<file path="src/rtl/asd_pkg.sv">
// package for the angle sensor diagnostic register bank
package asd_pkg;
    localparam int unsigned     REG_W          = 13;
    localparam int unsigned     ADDR_W         = 4;
    localparam logic [3:0]      ADDR_ANGLE     = 4'h0;
    localparam logic [3:0]      ADDR_TURNS     = 4'h2;
    localparam logic [3:0]      ADDR_ERR_PRI   = 4'h4;
    localparam logic [3:0]      ADDR_ERR_SEC   = 4'h5;
    localparam logic [3:0]      ADDR_CTRL      = 4'h8;
    localparam logic [3:0]      ADDR_KEY       = 4'hf;
    // primary error field positions
    localparam int unsigned     E1_POWER       = 0;
    localparam int unsigned     E1_MAGNET      = 1;
    localparam int unsigned     E1_INTERNAL    = 2;
    localparam int unsigned     E1_TURNS_OVF   = 3;
    localparam int unsigned     E1_TEMP        = 4;
    localparam int unsigned     E1_MEM_SINGLE  = 5;
    localparam int unsigned     E1_MEM_DOUBLE  = 6;
    localparam int unsigned     E1_BITS        = 7;
    localparam logic [6:0]      E1_RESET       = 7'h01;
    // secondary error field positions
    localparam int unsigned     E2_PATH_FAIL   = 3;
    localparam int unsigned     E2_LOGIC_FAIL  = 4;
    localparam int unsigned     E2_LINE_CODE   = 6;
    localparam logic [6:0]      E2_USED        = 7'h58;
    localparam logic [6:0]      E2_RESET       = 7'h00;
    // control field positions
    localparam int unsigned     C_ERR_CLEAR    = 0;
    localparam int unsigned     C_TURNS_EN     = 1;
    localparam int unsigned     C_RPM          = 2;
    localparam int unsigned     C_TURNS_RST    = 3;
    localparam int unsigned     C_SELFTEST     = 4;
    localparam logic [4:0]      CTRL_RESET     = 5'h00;
    localparam logic [9:0]      KEY_DEFAULT    = 10'h155;
    localparam int unsigned     KEY_W          = 10;
    // timing
    localparam int unsigned     CLK_HZ         = 10_000_000;
    localparam int unsigned     LOGIC_ST_MS    = 10;
    localparam int unsigned     LOGIC_ST_CNT   = CLK_HZ / 1000 * LOGIC_ST_MS;
    localparam int unsigned     PATH_ST_CYCLES = 1000;
    localparam int unsigned     RING_ELEMENTS  = 16;
    localparam logic [11:0]     TURNS_LIMIT    = 12'h500;

    typedef enum logic [1:0] {
        ASD_IDLE,
        ASD_LOGIC_TEST,
        ASD_PATH_TEST
    } asd_test_t;

    typedef struct packed {
        logic        wr;
        logic        rd;
        logic [3:0]  addr;
        logic [12:0] wdata;
    } asd_host_t;

    typedef struct packed {
        logic power_loss;
        logic internal_logic_error;
        logic magnet_loss;
        logic temperature_out_of_range;
        logic memory_single_bit_corrected;
        logic memory_double_bit_error;
        logic supply_line_coding_error;
        logic undervoltage;
        logic turn_cw;
        logic turn_ccw;
        logic quarter_step;
    } asd_mon_t;
endpackage : asd_pkg

</file>
<file path="src/rtl/asd_regs.sv">
// primary host registers and diagnostic flags of one sensor die
`timescale 1ns/100ps

// How it works
// logic self-test end records pass or fail flag readable in error registers
// logic self-test runs 10 ms; failures flag in second error register
// path self-test starts on request from SPI control bit or SENT request
// path self-test biases each ring element in turn, angle per element
// incremental angles of one ring pass stored; pass ends in fixed time
// path self-test failure sets second-register flag, seen on serial flag
// angle register: 12-bit angle in bits 12:1, bit 0 zero
// turns register returns accumulated count in bits 11:0
// both error registers readable and show current flags
// control register readable and writable by host
// extended access blocked until correct key code written
// supply loss sets power-loss flag
// internal logic monitor malfunction sets internal-error flag
// low field sets magnet-loss flag
// memory single and double bit events set their flags
// undervoltage drives bit 2 of SPI output word high
// temperature out of range sets its flag
// error bits sticky until error-clear write or reset
// unmasked set error bit raises serial error flag; masked ones do not
// turns count two's complement, step 180 or 45 degrees by select
// power-loss flag set after reset, must be cleared by host
// reserved bits read zero, writes ignored
module asd_regs #(
    parameter int unsigned PATH_CYCLES  = asd_pkg::PATH_ST_CYCLES,
    parameter int unsigned LOGIC_CYCLES = asd_pkg::LOGIC_ST_CNT,
    parameter int unsigned RING_N       = asd_pkg::RING_ELEMENTS
) (
    input  wire logic                 clk_sys,
    input  wire logic                 rst,
    input  wire asd_pkg::asd_host_t   host,
    input  wire asd_pkg::asd_mon_t    mon,
    input  wire logic [11:0]          angle_in,
    input  wire logic                 count_step_select,
    input  wire logic [12:0]          error_mask,
    input  wire logic                 sent_selftest_req,
    input  wire logic                 logic_selftest_start,
    input  wire logic                 logic_selftest_fail,
    input  wire logic                 path_element_fail,
    output logic [12:0]               rdata,
    output logic                      serial_error,
    output logic                      spi_word_bit2,
    output logic                      extended_unlocked,
    output logic                      selftest_busy,
    output logic [$clog2(RING_N)-1:0] bias_element,
    output logic                      bias_enable
);
    import asd_pkg::*;

    // refused at elaboration, before any logic is built
    if (RING_N < 2 || PATH_CYCLES < RING_N || LOGIC_CYCLES < 1) begin : g_bad_params
        $error("asd_regs: unsupported parameters");
    end

    localparam int unsigned EW = $clog2(RING_N);
    localparam int unsigned SLOT = PATH_CYCLES / RING_N;
    localparam int unsigned CW = $clog2(LOGIC_CYCLES + PATH_CYCLES + 1);

    typedef struct packed {
        logic [11:0]      angle;
        logic [11:0]      turns;
        logic [1:0]       quarter;
        logic [6:0]       err_pri;
        logic [6:0]       err_sec;
        logic [4:0]       ctrl;
        logic             unlocked;
        asd_test_t        test;
        logic [CW-1:0]    cnt;
        logic [EW-1:0]    elem;
        logic             path_bad;
        logic [12:0]      rdata;
        logic             uv;
    } asd_state_t;

    asd_state_t st_reg, st_next;
    logic [11:0] ring_store [RING_N];

    function automatic logic [11:0] step_turns(input logic [11:0] t, input logic up);
        step_turns = up ? t + 12'h001 : t - 12'h001;
    endfunction : step_turns

    ////////////////////////////////////////////////////////////////////////
    logic        clr;
    logic        step_up;
    logic        step_dn;
    logic        path_req;
    logic [12:0] err_view;
    logic        slot_end;

    always_comb begin
        st_next = st_reg;
        clr = host.wr && host.addr == ADDR_CTRL && host.wdata[C_ERR_CLEAR];
        path_req = (host.wr && host.addr == ADDR_CTRL && host.wdata[C_SELFTEST])
                   || sent_selftest_req;
        slot_end = st_reg.cnt == CW'(SLOT - 1);
        st_next.angle = angle_in;
        st_next.uv = mon.undervoltage;

        // turns stepping: coarse 180 degree steps only on every 4th quarter
        step_up = 1'b0;
        step_dn = 1'b0;
        if (st_reg.ctrl[C_TURNS_EN] && (mon.turn_cw || mon.turn_ccw)) begin
            if (count_step_select) begin
                step_up = mon.turn_cw;
                step_dn = mon.turn_ccw;
            end else begin
                st_next.quarter = mon.turn_cw ? st_reg.quarter + 2'd1
                                              : st_reg.quarter - 2'd1;
                step_up = mon.turn_cw && st_reg.quarter == 2'd3;
                step_dn = mon.turn_ccw && st_reg.quarter == 2'd0;
            end
        end
        if (step_up || step_dn)
            st_next.turns = step_turns(st_reg.turns, step_up);

        // sticky flags: clear first, then sets win
        if (clr) begin
            st_next.err_pri = '0;
            st_next.err_sec = '0;
        end
        if (mon.power_loss)
            st_next.err_pri[E1_POWER] = 1'b1;
        if (mon.magnet_loss)
            st_next.err_pri[E1_MAGNET] = 1'b1;
        if (mon.internal_logic_error)
            st_next.err_pri[E1_INTERNAL] = 1'b1;
        if (mon.temperature_out_of_range)
            st_next.err_pri[E1_TEMP] = 1'b1;
        if (mon.memory_single_bit_corrected)
            st_next.err_pri[E1_MEM_SINGLE] = 1'b1;
        if (mon.memory_double_bit_error)
            st_next.err_pri[E1_MEM_DOUBLE] = 1'b1;
        if ((step_up && st_reg.turns == TURNS_LIMIT)
            || (step_dn && st_reg.turns == 12'(-TURNS_LIMIT)))
            st_next.err_pri[E1_TURNS_OVF] = 1'b1;
        if (mon.supply_line_coding_error)
            st_next.err_sec[E2_LINE_CODE] = 1'b1;

        // control and key
        if (host.wr && host.addr == ADDR_CTRL)
            st_next.ctrl = {1'b0, host.wdata[C_TURNS_RST:C_TURNS_EN], 1'b0};
        if (host.wr && host.addr == ADDR_CTRL && host.wdata[C_TURNS_RST]) begin
            st_next.turns = '0;
            st_next.quarter = '0;
            st_next.ctrl[C_TURNS_RST] = 1'b0;
        end
        if (host.wr && host.addr == ADDR_KEY)
            st_next.unlocked = host.wdata[KEY_W-1:0] == KEY_DEFAULT;

        // self-test sequencer
        case (st_reg.test)
            ASD_IDLE: begin
                st_next.cnt = '0;
                if (logic_selftest_start) begin
                    st_next.test = ASD_LOGIC_TEST;
                end else if (path_req) begin
                    st_next.test = ASD_PATH_TEST;
                    st_next.elem = '0;
                    st_next.path_bad = 1'b0;
                end
            end
            ASD_LOGIC_TEST: begin
                st_next.cnt = st_reg.cnt + CW'(1);
                if (st_reg.cnt == CW'(LOGIC_CYCLES - 1)) begin
                    st_next.test = ASD_IDLE;
                    if (logic_selftest_fail)
                        st_next.err_sec[E2_LOGIC_FAIL] = 1'b1;
                end
            end
            ASD_PATH_TEST: begin
                st_next.cnt = slot_end ? '0 : st_reg.cnt + CW'(1);
                if (path_element_fail)
                    st_next.path_bad = 1'b1;
                if (slot_end) begin
                    st_next.elem = st_reg.elem + EW'(1);
                    if (st_reg.elem == EW'(RING_N - 1)) begin
                        st_next.test = ASD_IDLE;
                        if (st_reg.path_bad || path_element_fail)
                            st_next.err_sec[E2_PATH_FAIL] = 1'b1;
                    end
                end
            end
            default: st_next.test = ASD_IDLE;
        endcase

        // read mux, reserved bits zero
        st_next.rdata = '0;
        if (host.rd) begin
            if (host.addr == ADDR_ANGLE)
                st_next.rdata = {st_reg.angle, 1'b0};
            else if (host.addr == ADDR_TURNS)
                st_next.rdata = {1'b0, st_reg.turns};
            else if (host.addr == ADDR_ERR_PRI)
                st_next.rdata = {6'h00, st_reg.err_pri};
            else if (host.addr == ADDR_ERR_SEC)
                st_next.rdata = {6'h00, st_reg.err_sec & E2_USED};
            else if (host.addr == ADDR_CTRL)
                st_next.rdata = {8'h00, st_reg.test != ASD_IDLE,
                                 st_reg.ctrl[C_TURNS_RST:C_TURNS_EN], 1'b0};
        end
    end

    // ring angles kept out of the state struct; array keeps it readable
    always_ff @(posedge clk_sys) begin
        if (st_reg.test == ASD_PATH_TEST && slot_end)
            ring_store[st_reg.elem] <= angle_in;
    end

    always_ff @(posedge clk_sys or posedge rst) begin
        if (rst) begin
            st_reg <= '{angle: '0, turns: '0, quarter: '0, err_pri: E1_RESET,
                        err_sec: E2_RESET, ctrl: CTRL_RESET, unlocked: 1'b0,
                        test: ASD_IDLE, cnt: '0, elem: '0, path_bad: 1'b0,
                        rdata: '0, uv: 1'b0};
        end else begin
            st_reg <= st_next;
        end
    end

    ////////////////////////////////////////////////////////////////////////
    assign err_view          = {6'h00, st_reg.err_pri} | {6'h00, st_reg.err_sec & E2_USED};
    assign serial_error      = |(err_view & ~error_mask);
    assign spi_word_bit2     = st_reg.uv;
    assign rdata             = st_reg.rdata;
    assign extended_unlocked = st_reg.unlocked;
    assign selftest_busy     = st_reg.test != ASD_IDLE;
    assign bias_element      = st_reg.elem;
    assign bias_enable       = st_reg.test == ASD_PATH_TEST;
endmodule : asd_regs
</file>
<file path="config.mk">
export PLATFORM = sky130hd
export DESIGN_NAME = asd_regs
export DESIGN_NICKNAME = d
export VERILOG_FILES = /design/src/rtl/asd_pkg.sv /design/src/rtl/asd_regs.sv
export SDC_FILE = /design/constraint.sdc
export NUM_CORES = 1
export LEC_CHECK = 0
export BUFFER_PORTS_ARGS = -buffer_cell sky130_fd_sc_hd__buf_2
export CAP_MARGIN = 40
export CORE_ASPECT_RATIO = 0.6
export CORE_UTILIZATION = 56
export DETAILED_ROUTE_END_ITERATION = 6
export PLACE_DENSITY_LB_ADDON = 0.08
export SLEW_MARGIN = 0
export SYNTH_ARGS = -nofsm -noshare
export SYNTH_HDL_FRONTEND = slang
export SYNTH_SLANG_ARGS = --single-unit
</file>
<file path="constraint.sdc">
create_clock -name clk_sys -period 3.2 [get_ports clk_sys]
set_input_delay 0 -clock clk_sys [delete_from_list [all_inputs] [get_ports clk_sys]]
set_output_delay 0 -clock clk_sys [all_outputs]
set_load 0.005 [all_outputs]
</file>
# Word level (Yosys, flattened, before mapping)
# Index checks and enable logic that the tools add are counted.
op_classes:
  n_addsub: 6
  eq_ne: 22
  n_mux: 47
  bitwise_logic: 3
  reduce_logical: 37
ops:
  columns: ["operator", "count"]
  rows:
  - ["17-bit case mux with 3 select lines", 1]
  - ["12-bit 2-to-1 mux", 3]
  - ["14-bit 2-to-1 mux", 2]
  - ["13-bit 2-to-1 mux", 2]
  - ["2-bit nonzero test", 13]
  - ["1-bit 2-to-1 mux", 21]
  - ["17-bit by 1-bit adder with 17-bit output (second input constant)", 1]
  - ["17-bit == test (second input constant)", 1]
  - ["17-bit by 6-bit == test with 1-bit output (second input constant)", 1]
  - ["17-bit 2-to-1 mux", 1]
  - ["2-bit 2-to-1 mux", 8]
  - ["5-bit 2-to-1 mux", 3]
  - ["7-bit 2-to-1 mux", 2]
  - ["7-bit by 13-bit bitwise AND with 13-bit output", 1]
  - ["13-bit NOT", 1]
  - ["13-bit OR reduction", 1]
  - ["12-bit by 1-bit adder with 12-bit output (second input constant)", 1]
  - ["12-bit by 11-bit == test with 1-bit output (second input constant)", 1]
  - ["12-bit == test (second input constant)", 1]
  - ["4-bit == test (second input constant)", 3]
  - ["4-bit AND reduction", 3]
  - ["12-bit by 1-bit subtractor with 12-bit output (second input constant)", 1]
  - ["10-bit by 9-bit == test with 1-bit output (second input constant)", 1]
  - ["1-bit logical AND", 10]
  - ["other kinds (19)", 32]
totals:
  regBits: 78
  inputBits: 62
  output_inout_bits: 22
  wordCells: 136

# Logic depth before layout (Yosys ltp)
logic_depth:
  word_depth: 8
  depth_mapped: 11
  ltp_nobuf: 11

# Least setup slack after synthesis
# No wires, ideal clock.
synth_timing:
  path_type: "flip-flop to flip-flop"
  from: "reg st_reg[58] (netlist bit)"
  to: "reg st_reg[66] (netlist bit)"
  setup_ns: 0.128
  t_arrival_ns: 2.296
  t_required_ns: 3.072
  slack_ns: 0.776
  stages_incl_launch_ff: 12
  path_buffers: 0
  period_less_slack_ns: 2.424
  path_cell_list: "dfrtp_1 a21oi_1 nor2b_1 nand2_1 inv_1 fa_1 nor2b_1 o21a_1 o21ai_0 a21bo_2 a211oi_1 nor3_1"
synth_via:
  elab_chain_cells: 7
  elab_cells_between_ends: 13
  classes_between: "eq/ne: 1; mux: 7; reduce/logical: 5"
synth_lines:
  columns: ["item", "line_no", "text"]
  rows:
  - ["from (decl)", "asd_regs.sv:78", "asd_state_t st_reg, st_next;"]
  - ["from (signal assigned)", "asd_regs.sv:214", "st_reg <= '{angle: '0, turns: '0, quarter: '0, err_pri: E1_RESET,"]
  - ["from (signal assigned)", "asd_regs.sv:219", "st_reg <= st_next;"]
  - ["2-bit == test", "asd_regs.sv:112", "step_up = mon.turn_cw && st_reg.quarter == 2'd3;"]
  - ["1-bit logical AND", "asd_regs.sv:112", null]
  - ["1-bit 2-to-1 mux", "asd_regs.sv:106", "if (count_step_select) begin"]
  - ["1-bit 2-to-1 mux", "asd_regs.sv:105", "if (st_reg.ctrl[C_TURNS_EN] && (mon.turn_cw || mon.turn_ccw)) begin"]
  - ["12-bit 2-to-1 mux", "asd_regs.sv:82", "step_turns = up ? t + 12'h001 : t - 12'h001;"]
  - ["12-bit 2-to-1 mux", "asd_regs.sv:116", "if (step_up || step_dn)"]
  - ["14-bit 2-to-1 mux", "asd_regs.sv:145", "if (host.wr && host.addr == ADDR_CTRL && host.wdata[C_TURNS_RST]) begin"]
# Several ways; a longest one is shown, not always the timed one. The select of a mux whose other input is x is not followed.
# A chain may end at the register's enable or synchronous reset.

# Worst setup path in the final report
# Ends and elaborated chain as after synthesis.

==> metrics <==
status finished, final reports clean; Die W 115 um; Hold Fails Final Rpt 0; Critical-path top delay cell fa_1; crit-path cells a21oi_1, nor2b_1, nand2_1, inv_1, fa_1, nor2b_1, o21a_1, o21ai_0, a21bo_2, and4_1, nor3_1; clock root buffer clkbuf_16; final setup violation count 0; Via Count 3850; Post-synth top cells dfrtp_1, nand2_1, nor2_1; top_reg_cell synth dfrtp_1; startpoint types flip-flop; worst hold path class in2reg; HPWL Detailed 7860 um; gpl congestion 0.941; number of global-route vias before repair 3626; drt first pass iters 5; Crit path max-delay family simple AND/OR/NAND/NOR gates; post-CTS resize count 0; Psw 1.43 mW; Sink Count 77; Max Fanout on Critical Path 14; setup TNS 0 ns; IO Port Bufs 73; sw frac 0.380; RSZ-0062 raised after global routing no; Worst-path clk slew 0.06 ns; clock buffer depth 2; post-layout min period 2.83 ns; Chip Height 70.1 um; kind of critical path reg2reg; first-pass GRT wire length 18200 um; post-synthesis sequential area ratio 0.446; Rows 24; internal power 2.34 mW; Reg-to-Reg Start st_reg[58]$_DFFE_PP0P_; top cell type's share of synthesized area 0.440; number of flops mapped to enable cells by yosys 0; most used cell along the critical path nor2b_1; setup repair bufs after CTS 0; pwr dens 713 nW/um2; max-cap violation count 0; largest net degree at the start of global routing 37; Worst setup EP type flip-flop; CTS tree yes; Ys Warns 0; CTS buffer count 9; Final Cell Area 5290 um2; Placed Area 4680 um2; cell taking the most area after synthesis dfrtp_1; Pleak 2.44 nW; worst min-delay path startpoint count_step_select; Die Area 8090 um2; Flop pwr share 0.348; Remaining Overflow, GRT 0; Cells after Synth 461; Cell variety after synth 59; share of layout cells above drive strength 1 0.200; f_max 354 MHz; CP Buf/Inv Count 1; Combinational Power Share 0.373; antenna violations before repair 0; required time worst endpoint 3.46 ns; Netlist Area Pre-Place 4330 um2; WL/cell 17.0 um; Routed Antenna Nets 0; H-tree levels 3; Synth async-reset ratio 1.00; final core utilization 0.718; Area Overhead vs Synth 22.2%; Slew Viols, Final 0; Seq cells post-synth 77; cell with the most instances after synthesis dfrtp_1; core area 7360 um2; Clk network pwr share 0.279; # DRC 0; period utilization 0.883; Post-Route Skew 0.00514 ns; max reg flops 58; Nets 629; syn avg cell area 9.39 um2; 1st-iter DRT viols 359; Routed WL 11200 um; IO Pins 84; Ant. Diodes 0; drt via density 5.85; Arrival @ worst endpoint 3.08 ns; worst skew pair latency 0.34 ns; syn nets 541; main area contributors after synthesis dfrtp_1, ha_1, nand2_1, o21ai_0, nor2_1; Worst Setup SP st_reg[58]$_DFFE_PP0P_; Worst VDD drop 0.387 mV; Worst Tran Pin Value 0.869 ns; Slew HR 0.420; max incr delay on CP 0.43 ns; Initial Util 0.588; Total Routing Usage GR 0.300
## tightest hold or removal path: stages
cell	delay, ns
buf_2	0.11
nor2b_1	0.05
nand2_1	0.06
xor2_1	0.06
nor2_1	0.09
## cells by family (layout without fill, tap and decap cells)
logic type,after synthesis,after routing,share of synthesized area
muxes,13,13,0.0312
DFF,77,77,0.446
AOI/OAI and AO/OA,131,131,0.205
adders and majority gates,18,18,0.0538
and+or+nand+nor,166,166,0.194
xor gates and xnor gates,6,6,0.0121
buffers and inverters,50,143,0.0584
## stage by stage
| step | total power [mW] | std cells | worst slack, ns | hold slack, ns |
|---|---|---|---|---|
| floorplan | 2.30 | 461 | 0.776 | 0.0314 |
| global placement | 2.61 | 611 | 0.516 | -0.0104 |
| detailed placement | 2.67 | 612 | 0.387 | 0.00626 |
| CTS | 3.76 | 658 | 0.365 | 0.0611 |
| global route | 4.01 | 658 | 0.0457 | 0.111 |
| finish | 3.77 | 658 | 0.374 | 0.0732 |
## layout make-up
class                   instances  area (um2)
clock buffers                   9         225
well taps                     104         130
flip-flops and latches         77        1930
multi-input cells             334        2150
clock inverters                 7        81.3
repair buffers                108         703
inverters                      19        71.3
fillers                       534        2070
## placed cells by master, fill, tap and decap left out, types with 6 or more instances in the layout
cell type | synthesis | routed
dfrtp_1 | 76 | 76
buf_2 | 1 | 73
nand2_1 | 47 | 47
nor2_1 | 39 | 39
o21ai_0 | 32 | 32
dlygate4sd3_1 | 0 | 30
a21oi_1 | 25 | 25
inv_1 | 19 | 18
a21o_1 | 18 | 18
nand3_1 | 17 | 17
ha_1 | 17 | 17
nor3_1 | 11 | 11
nor2b_1 | 11 | 11
mux2i_1 | 9 | 9
clkbuf_16 | 0 | 9
a22oi_1 | 8 | 8
a211oi_1 | 7 | 7
a22o_1 | 7 | 7
nand2b_1 | 7 | 7
nand4_1 | 6 | 6
## power by group through the flow
| stage | Sequential (mW) | Combinational [mW] | Clock [mW] |
|---|---|---|---|
| after floorplan | 1.25 | 1.05 | 0 |
| after global placement | 1.31 | 1.29 | 0 |
| after detailed placement | 1.32 | 1.35 | 0 |
| after CTS | 1.31 | 1.38 | 1.06 |
| after global routing | 1.33 | 1.57 | 1.10 |
| final | 1.31 | 1.41 | 1.05 |
## repair_timing
item | CTS | global route
hold endpoints to repair | 46 | 0
setup endpoints to repair | 0 | 0
hold buffers | 30 | 0
## path summary, 6_finish.rpt
| path | end | slack (ns) | cells past startpoint |
|---|---|---|---|
| worst max-delay path | st_reg[66]$_DFFE_PP0P_ | 0.37 | 11 |
| worst min-delay path | st_reg[59]$_DFFE_PP0P_ | 0.07 | 5 |
| worst max register to register | st_reg[66]$_DFFE_PP0P_ | 0.37 | 11 |
| worst min register to register | rdata[12]$_DFF_PP0_ | 0.48 | 1 |
| max in group asynchronous | st_reg[51]$_DFFE_PP1P_ | 2.18 | 4 |
| min in group asynchronous | st_reg[53]$_DFFE_PP0P_ | 0.20 | 3 |
## metal layers
layer,vias to the layer above,track usage,wire (um)
li1,1841,-,-
met1,1832,0.457,5490
met2,165,0.435,4770
met3,12,0.0642,811
met4,0,0.0620,122
met5,-,0,0
Note: power is estimated with default switching activity, not from simulation.
